==> config.mk <==
export PLATFORM = sky130hd
export DESIGN_NAME = asgcr_regs
export DESIGN_NICKNAME = d
export VERILOG_FILES = /design/src/asgcr_pkg.sv /design/src/asgcr_osr_decode.sv /design/src/asgcr_gain_decode.sv /design/src/asgcr_regs.sv
export SDC_FILE = /design/constraint.sdc
export NUM_CORES = 1
export LEC_CHECK = 0
export BUFFER_PORTS_ARGS = -buffer_cell sky130_fd_sc_hd__buf_2
export CORE_MARGIN = 3
export CORE_UTILIZATION = 53
export CTS_CLUSTER_SIZE = 10
export DETAILED_ROUTE_END_ITERATION = 16
export PLACE_DENSITY = 0.81
export SLEW_MARGIN = 20
export SYNTH_ARGS = -nofsm -noshare
export SYNTH_HDL_FRONTEND = slang
export SYNTH_SLANG_ARGS = --single-unit
export TNS_END_PERCENT = 1
==> constraint.sdc <==
create_clock -name i_clock -period 2.93 [get_ports i_clock]
set_clock_uncertainty 0.15 [all_clocks]
set_input_delay 0.293 -clock i_clock [delete_from_list [all_inputs] [get_ports i_clock]]
set_output_delay 0.293 -clock i_clock [all_outputs]
set_load 0.05 [all_outputs]
==> src/asgcr_pkg.sv <==
// constants, types and register map of the converter sampling and gain configuration bank
// assumes a single 40 MHz clock domain and an APB master on the register side
package asgcr_pkg;

   // register indices; byte address is four times the index
   localparam logic [5:0] IDX_SAMPLING_CONFIG = 6'h03;
   localparam logic [5:0] IDX_CHANNEL_GAIN_CONFIG = 6'h04;
   localparam logic [5:0] IDX_RESERVED_WORD = 6'h05;
   localparam logic [5:0] IDX_EFFECTIVE_STATUS = 6'h07;
   localparam int ADDR_W = 12;

   // reset values
   localparam logic [15:0] RST_SAMPLING_CONFIG = 16'h0F0E;
   localparam logic [15:0] RST_CHANNEL_GAIN_CONFIG = 16'h0000;
   localparam logic [15:0] RST_RESERVED_WORD = 16'h0000;

   // sampling_config field positions
   localparam int POS_CONV_ENABLE_LO = 8;
   localparam int POS_TURBO = 5;
   localparam int POS_OSR_LO = 2;
   localparam int POS_POWER_LO = 0;
   localparam logic [15:0] MASK_SAMPLING_WRITABLE = 16'h0FFF;

   // channel_gain_config field positions, one nibble per lane
   localparam int POS_GAIN_LANE_STEP = 4;
   localparam int NUM_LANES = 4;

   // oversampling ratio figures
   localparam logic [14:0] OSR_TURBO = 15'h0040;
   localparam logic [14:0] OSR_BASE = 15'h0080;
   localparam logic [3:0] OSR_EXP_TURBO = 4'h6;
   localparam logic [3:0] OSR_EXP_BASE = 4'h7;

   // power modes
   typedef enum logic [1:0] {
      PM_VERY_LOW_POWER,
      PM_LOW_POWER,
      PM_HIGH_RESOLUTION
   } asgcr_power_t;

   // configuration carried to modulators, decimators and amplifiers
   typedef struct packed {
      logic [NUM_LANES-1:0] conv_enable;
      logic turbo_active;
      logic [14:0] oversample_ratio;
      logic [3:0] oversample_exp;
      asgcr_power_t power_mode;
      logic [NUM_LANES-1:0][2:0] amp_gain_code;
      logic [NUM_LANES-1:0][7:0] amp_gain_factor;
   } asgcr_cfg_t;

endpackage : asgcr_pkg

==> src/asgcr_osr_decode.sv <==
// oversampling ratio and power mode decoder
// assumes fields come straight from the sampling_config register
`timescale 1ns/1ps
`default_nettype none
module asgcr_osr_decode
   import asgcr_pkg::*;
(
   input wire logic i_turbo,
   input wire logic [2:0] i_osr_code,
   input wire logic [1:0] i_power_code,
   output logic [14:0] o_ratio,
   output logic [3:0] o_exp,
   output asgcr_power_t o_power
);

   always_comb begin
      if (i_turbo) begin
         o_ratio = OSR_TURBO;
         o_exp = OSR_EXP_TURBO;
      end else begin
         o_ratio = OSR_BASE << i_osr_code;
         o_exp = OSR_EXP_BASE + {1'b0, i_osr_code};
      end
   end

   always_comb begin
      unique case (i_power_code)
         2'h0: o_power = PM_VERY_LOW_POWER;
         2'h1: o_power = PM_LOW_POWER;
         2'h2, 2'h3: o_power = PM_HIGH_RESOLUTION;
      endcase
   end

endmodule : asgcr_osr_decode
`default_nettype wire

==> src/asgcr_gain_decode.sv <==
// amplifier gain decoder for one lane
// assumes a three-bit power-of-two gain code
`timescale 1ns/1ps
`default_nettype none
module asgcr_gain_decode
   import asgcr_pkg::*;
(
   input wire logic [2:0] i_code,
   output logic [7:0] o_factor
);

   // code n gives a gain of two to the n
   assign o_factor = 8'h01 << i_code;

endmodule : asgcr_gain_decode
`default_nettype wire

==> src/asgcr_regs.sv <==
// sampling-control, amplifier gain and reserved registers of a four-lane converter
// assumes an APB master on i_clock; outputs feed modulators, decimators and amplifiers
//
// The APB slave port was chosen for this implementation.
`timescale 1ns/1ps
`default_nettype none
module asgcr_regs
   import asgcr_pkg::*;
(
   input wire logic i_clock,
   input wire logic i_rst_n,
   input wire logic i_psel,
   input wire logic i_penable,
   input wire logic i_pwrite,
   input wire logic [ADDR_W-1:0] i_paddr,
   input wire logic [31:0] i_pwdata,
   input wire logic [3:0] i_pstrb,
   output logic [31:0] o_prdata,
   output logic o_pready,
   output logic o_pslverr,
   output asgcr_cfg_t o_cfg,
   output logic o_cfg_update
);

   // stored registers
   logic [15:0] sampling_config;
   logic [15:0] channel_gain_config;
   logic [15:0] reserved_word;

   // bus decode
   logic addr_aligned;
   logic [5:0] addr_index;
   logic hit_sampling;
   logic hit_gain;
   logic hit_reserved;
   logic hit_status;
   logic addr_hit;
   logic access;
   logic wr_access;
   logic rd_setup;

   // decoded configuration
   logic [14:0] osr_ratio;
   logic [3:0] osr_exp;
   asgcr_power_t power_mode;
   logic [NUM_LANES-1:0][2:0] gain_code;
   logic [NUM_LANES-1:0][7:0] gain_factor;
   asgcr_cfg_t next_cfg;
   logic [15:0] effective_status;
   logic [2:0] lanes_enabled;

   // byte-strobe merge of a 16-bit register
   function automatic logic [15:0] merge16(input logic [15:0] old_value,
                                           input logic [31:0] wdata,
                                           input logic [3:0] strb);
      logic [15:0] result;
      result = old_value;
      if (strb[0]) begin
         result[7:0] = wdata[7:0];
      end
      if (strb[1]) begin
         result[15:8] = wdata[15:8];
      end
      return result;
   endfunction : merge16

   // number of set bits among the lane enables
   function automatic logic [2:0] count_lanes(input logic [NUM_LANES-1:0] en);
      logic [2:0] total;
      total = 3'h0;
      for (int i = 0; i < NUM_LANES; i++) begin
         total = total + {2'h0, en[i]};
      end
      return total;
   endfunction : count_lanes

   // address decode; only aligned words map
   assign addr_aligned = (i_paddr[1:0] == 2'h0) && (i_paddr[ADDR_W-1:8] == '0);
   assign addr_index = i_paddr[7:2];
   assign hit_sampling = addr_aligned && (addr_index == IDX_SAMPLING_CONFIG);
   assign hit_gain = addr_aligned && (addr_index == IDX_CHANNEL_GAIN_CONFIG);
   assign hit_reserved = addr_aligned && (addr_index == IDX_RESERVED_WORD);
   assign hit_status = addr_aligned && (addr_index == IDX_EFFECTIVE_STATUS);
   assign addr_hit = hit_sampling || hit_gain || hit_reserved || hit_status;

   // zero-wait slave
   assign o_pready = 1'b1;
   assign access = i_psel && i_penable;
   assign wr_access = access && i_pwrite && addr_hit;
   assign rd_setup = i_psel && !i_penable && !i_pwrite;
   assign o_pslverr = access && !addr_hit;

   // sampling-control register
   always_ff @(posedge i_clock) begin
      if (!i_rst_n) begin
         sampling_config <= RST_SAMPLING_CONFIG;
      end else if (wr_access && hit_sampling) begin
         sampling_config <= merge16(sampling_config, i_pwdata, i_pstrb)
                            & MASK_SAMPLING_WRITABLE;
      end
   end

   // amplifier gain register
   always_ff @(posedge i_clock) begin
      if (!i_rst_n) begin
         channel_gain_config <= RST_CHANNEL_GAIN_CONFIG;
      end else if (wr_access && hit_gain) begin
         channel_gain_config <= merge16(channel_gain_config, i_pwdata, i_pstrb);
      end
   end

   // reserved word, stored but unused
   always_ff @(posedge i_clock) begin
      if (!i_rst_n) begin
         reserved_word <= RST_RESERVED_WORD;
      end else if (wr_access && hit_reserved) begin
         reserved_word <= merge16(reserved_word, i_pwdata, i_pstrb);
      end
   end

   // ratio and power decode
   asgcr_osr_decode u_osr_decode (
      .i_turbo(sampling_config[POS_TURBO]),
      .i_osr_code(sampling_config[POS_OSR_LO +: 3]),
      .i_power_code(sampling_config[POS_POWER_LO +: 2]),
      .o_ratio(osr_ratio),
      .o_exp(osr_exp),
      .o_power(power_mode)
   );

   // per-lane gain fields at bits 4*n+2..4*n
   for (genvar g = 0; g < NUM_LANES; g++) begin : g_lane
      assign gain_code[g] = channel_gain_config[g*POS_GAIN_LANE_STEP +: 3];
      asgcr_gain_decode u_gain_decode (
         .i_code(gain_code[g]),
         .o_factor(gain_factor[g])
      );
   end

   // next configuration image
   always_comb begin
      next_cfg.conv_enable = sampling_config[POS_CONV_ENABLE_LO +: NUM_LANES];
      next_cfg.turbo_active = sampling_config[POS_TURBO];
      next_cfg.oversample_ratio = osr_ratio;
      next_cfg.oversample_exp = osr_exp;
      next_cfg.power_mode = power_mode;
      next_cfg.amp_gain_code = gain_code;
      next_cfg.amp_gain_factor = gain_factor;
   end

   // registered configuration outputs
   always_ff @(posedge i_clock) begin
      if (!i_rst_n) begin
         o_cfg <= '0;
         o_cfg.conv_enable <= RST_SAMPLING_CONFIG[POS_CONV_ENABLE_LO +: NUM_LANES];
         o_cfg.oversample_ratio <= OSR_BASE << RST_SAMPLING_CONFIG[POS_OSR_LO +: 3];
         o_cfg.oversample_exp <= OSR_EXP_BASE + {1'b0, RST_SAMPLING_CONFIG[POS_OSR_LO +: 3]};
         o_cfg.power_mode <= PM_HIGH_RESOLUTION;
         o_cfg.amp_gain_factor <= {NUM_LANES{8'h01}};
      end else begin
         o_cfg <= next_cfg;
      end
   end

   // one-cycle pulse when the applied configuration changes
   always_ff @(posedge i_clock) begin
      if (!i_rst_n) begin
         o_cfg_update <= 1'b0;
      end else begin
         o_cfg_update <= (next_cfg != o_cfg);
      end
   end

   // effective state readback
   assign lanes_enabled = count_lanes(sampling_config[POS_CONV_ENABLE_LO +: NUM_LANES]);
   assign effective_status = {5'h00, lanes_enabled, 2'h0, o_cfg.power_mode, o_cfg.oversample_exp};

   // read data captured in the setup cycle
   always_ff @(posedge i_clock) begin
      if (!i_rst_n) begin
         o_prdata <= 32'h0000_0000;
      end else if (rd_setup) begin
         unique case (1'b1)
            hit_sampling: o_prdata <= {16'h0000, sampling_config};
            hit_gain: o_prdata <= {16'h0000, channel_gain_config};
            hit_reserved: o_prdata <= {16'h0000, reserved_word};
            hit_status: o_prdata <= {16'h0000, effective_status};
            default: o_prdata <= 32'h0000_0000;
         endcase
      end
   end

endmodule : asgcr_regs
`default_nettype wire

==> summary.txt <==
Critical path
  • WS Path Type: register to register
  • CP startpoint kind: register
  • Critical Path Fanout Max: 8
  • CP Capture Type: register
  • Critical path arrival: 2.64 ns
  • Worst EP required: 3.15 ns

Synth
  • Synth warn: 0
  • Syn Std Cell Area: 5770 um2
  • Syn Area/Cell: 8.89 um2
  • Post-synthesis sequential area ratio: 0.430
  • Synth unique cells: 62
  • Post-synth EDFFs: 0
  • FFs w/ async S/R, synth: 0
  • Post-synthesis sequential element count: 124
  • Synth top area share: 0.430
  • Synth area leader: dfxtp_1
  • Most used DFF post-synth: dfxtp_1
  • Top post-synthesis cells by area: dfxtp_1, mux2i_1, nor2_1, buf_4, nand2_1
  • Post-Syn Instances: 649

Drt
  • DR pass1 iterations: 5
  • WL met1: 6400 um
  • Final antenna-violating net count: 0
  • Vias: 5290
  • Routed met3 length: 1210 um
  • Top layer in use: met4
  • Routed wl met2: 7920 um
  • Post-Route WL: 15800 um
  • Vias per inst: 5.77
  • # DRC: 0
  • DR WL/cell: 17.3 um
  • Initial drt markers: 351

Die
  • Chip Width: 110 um
  • Height of the die: 110 um
  • I/O pin cnt: 158
  • Core footprint: 10500 um2
  • Rows: 37
  • Die area: 12200 um2
  • Initial Utilization: 0.551

Global routing
  • Initial antenna violation count: 0
  • First-pass GRT wire length: 24800 um
  • Grt ovf: 0
  • Vias in the first global route: 5048
  • Largest net degree at the start of global routing: 53
  • Global Route Usage Sum: 0.265

Clocking
  • CTS tree: done
  • Worst-path clk slew: 0.06 ns
  • CTS Root Cell: clkbuf_8
  • TritonCTS Buffers: 17
  • Longest Clk Path Bufs: 2
  • # H-tree levels: 4
  • TritonCTS Sinks: 124
  • Clk_lat worst skew: 0.51 ns
  • Post-CTS Setup Inserts: 0

STA
  • RSZ-0062 raised after global routing: false
  • Hold violation total from the final report: 0
  • Fin. max-slew vios: 0
  • Fmax: 413 MHz
  • Part of the cycle the worst path needs: 0.826
  • Least-Margin Pin Slew: 0.901 ns
  • Period minus WS final: 2.42 ns
  • Min Hold Slack: 0.209 ns
  • Final count of negative-setup-slack endpoints: 0
  • Worst slew margin: 0.399
  • Total negative slack: 0 ns

Hold path
  • Worst hold path class: primary input to register

Power
  • VDD IR max: 0.000494 V
  • Static Leak: 3.24 nW
  • Total power: 4.04 mW
  • PD cells: 569 nW/um2

Cells and area
  • Share of post-route cells with drive strength above 1: 0.224
  • Layout net count: 830
  • Antenna diodes: 0
  • Layout area overhead: 23.2%

Placement
  • Port bufs: 116
  • DP HPWL: 10900 um
  • Gpl congestion: 0.897

Run
  • Max-Cap Viols: 0

Outcome
  • Run status: complete, no violations
## critical path, cell delays in order (launching register included)
cell and delay [ns]:
dfxtp_1 0.47, inv_1 0.13, ha_1 0.26, or3b_2 0.23, a21oi_1 0.06, o21ai_0 0.37
o311ai_0 0.25, nor3_1 0.22, a41oi_1 0.14
## per-stage QoR
stage / cells / setup slack (ns) / utilization / cell area [um2]
3_5_place_dp: 870 / 0.385 / 0.605 / 6330
3_3_place_gp: 870 / 0.520 / 0.605 / 6330
4_1_cts: 917 / 0.519 / 0.679 / 7110
6_report: 917 / 0.509 / 0.679 / 7110
2_1_floorplan: 670 / 0.881 / - / 5850
5_1_grt: 917 / 0.292 / 0.679 / 7110
## path summary, 6_finish.rpt
path,slack (ns),startpoint,end,cells past startpoint
setup / recovery,0.51,sampling_config[3],o_cfg_update,8
hold / removal,0.21,i_rst_n,o_cfg[24],3
setup reg to reg,0.51,sampling_config[3],o_cfg_update,8
hold reg to reg,0.30,o_prdata[2],o_prdata[2],2
## registers in the layout, summed over array words and instances, names as in the netlist
signal / flops
o_prdata: 16
o_cfg: 63
channel_gain_config: 16
sampling_config: 12
o_cfg_update: 1
reserved_word: 16
## cells in the final DEF (no fill, tap or decap), types with 7 or more instances in the layout
cell type | netlist | layout
and2_1 | 12 | 12
o21ai_0 | 34 | 34
a21oi_1 | 14 | 14
inv_1 | 15 | 15
clkbuf_16 | 0 | 16
nor3b_1 | 7 | 7
dfxtp_1 | 124 | 124
nand2_1 | 52 | 52
nor2b_1 | 9 | 9
and3_1 | 11 | 11
conb_1 | 2 | 23
xnor2_1 | 12 | 12
nand3_1 | 20 | 20
xor2_1 | 10 | 10
dlygate4sd3_1 | 0 | 16
mux2i_1 | 48 | 48
buf_4 | 26 | 10
buf_2 | 4 | 116
nor2_1 | 82 | 82
nor3_1 | 17 | 17
nand2b_1 | 19 | 19
a222oi_1 | 9 | 9
mux2_2 | 8 | 8
ha_1 | 7 | 7
## area by class of cell
class                   count  area [um2]
clock buffers              24         480
clock inverters             7         135
fillers                   805        3360
inverters                  16        60.1
multi-input cells         468        2960
flip-flops and latches    124        2480
well taps                 136         170
repair buffers            142         816
## cells in the mapped netlist, types with 3 or more instances
cell type	instances
a2111oi_0	3
a21oi_1	14
a222oi_1	9
and2_1	12
and3_1	11
buf_2	4
buf_4	26
clkbuf_1	29
dfxtp_1	124
ha_1	7
inv_1	15
mux2_2	8
mux2i_1	48
nand2_1	52
nand2b_1	19
nand3_1	20
nand3b_1	6
nor2_1	82
nor2b_1	9
nor3_1	17
nor3b_1	7
nor4_1	6
nor4b_1	3
nor4bb_1	3
o2111ai_1	4
o21ai_0	34
o22ai_1	4
o31ai_1	4
or3_1	3
xnor2_1	12
xor2_1	10
## layer usage
metal,vias up,track usage
li1,2456,-
met1,2551,0.323
met2,247,0.470
met3,36,0.0454
met4,0,0.0923
met5,-,0
## cell families after synthesis
kind of cell    share of synthesized area
fa+ha+maj                          0.0187
simple gates                        0.239
xor+xnor                           0.0334
mux                                0.0989
flops                               0.430
compound gates                      0.108
other cells                       0.00130
buf+inv                            0.0698
## report_power, final
group | switching [mW] | internal, mW | total (mW)
clock network | 0.717 | 1.46 | 2.18
registers | 0.0000000432 | 1.69 | 1.69
logic | 0.129 | 0.0446 | 0.173
## what timing repair did
item	CTS	global route
resized for setup	0	0
hold buffers	16	0
endpoints found under the hold margin	43	0
No activity file was read; power rests on OpenSTA's default activity.
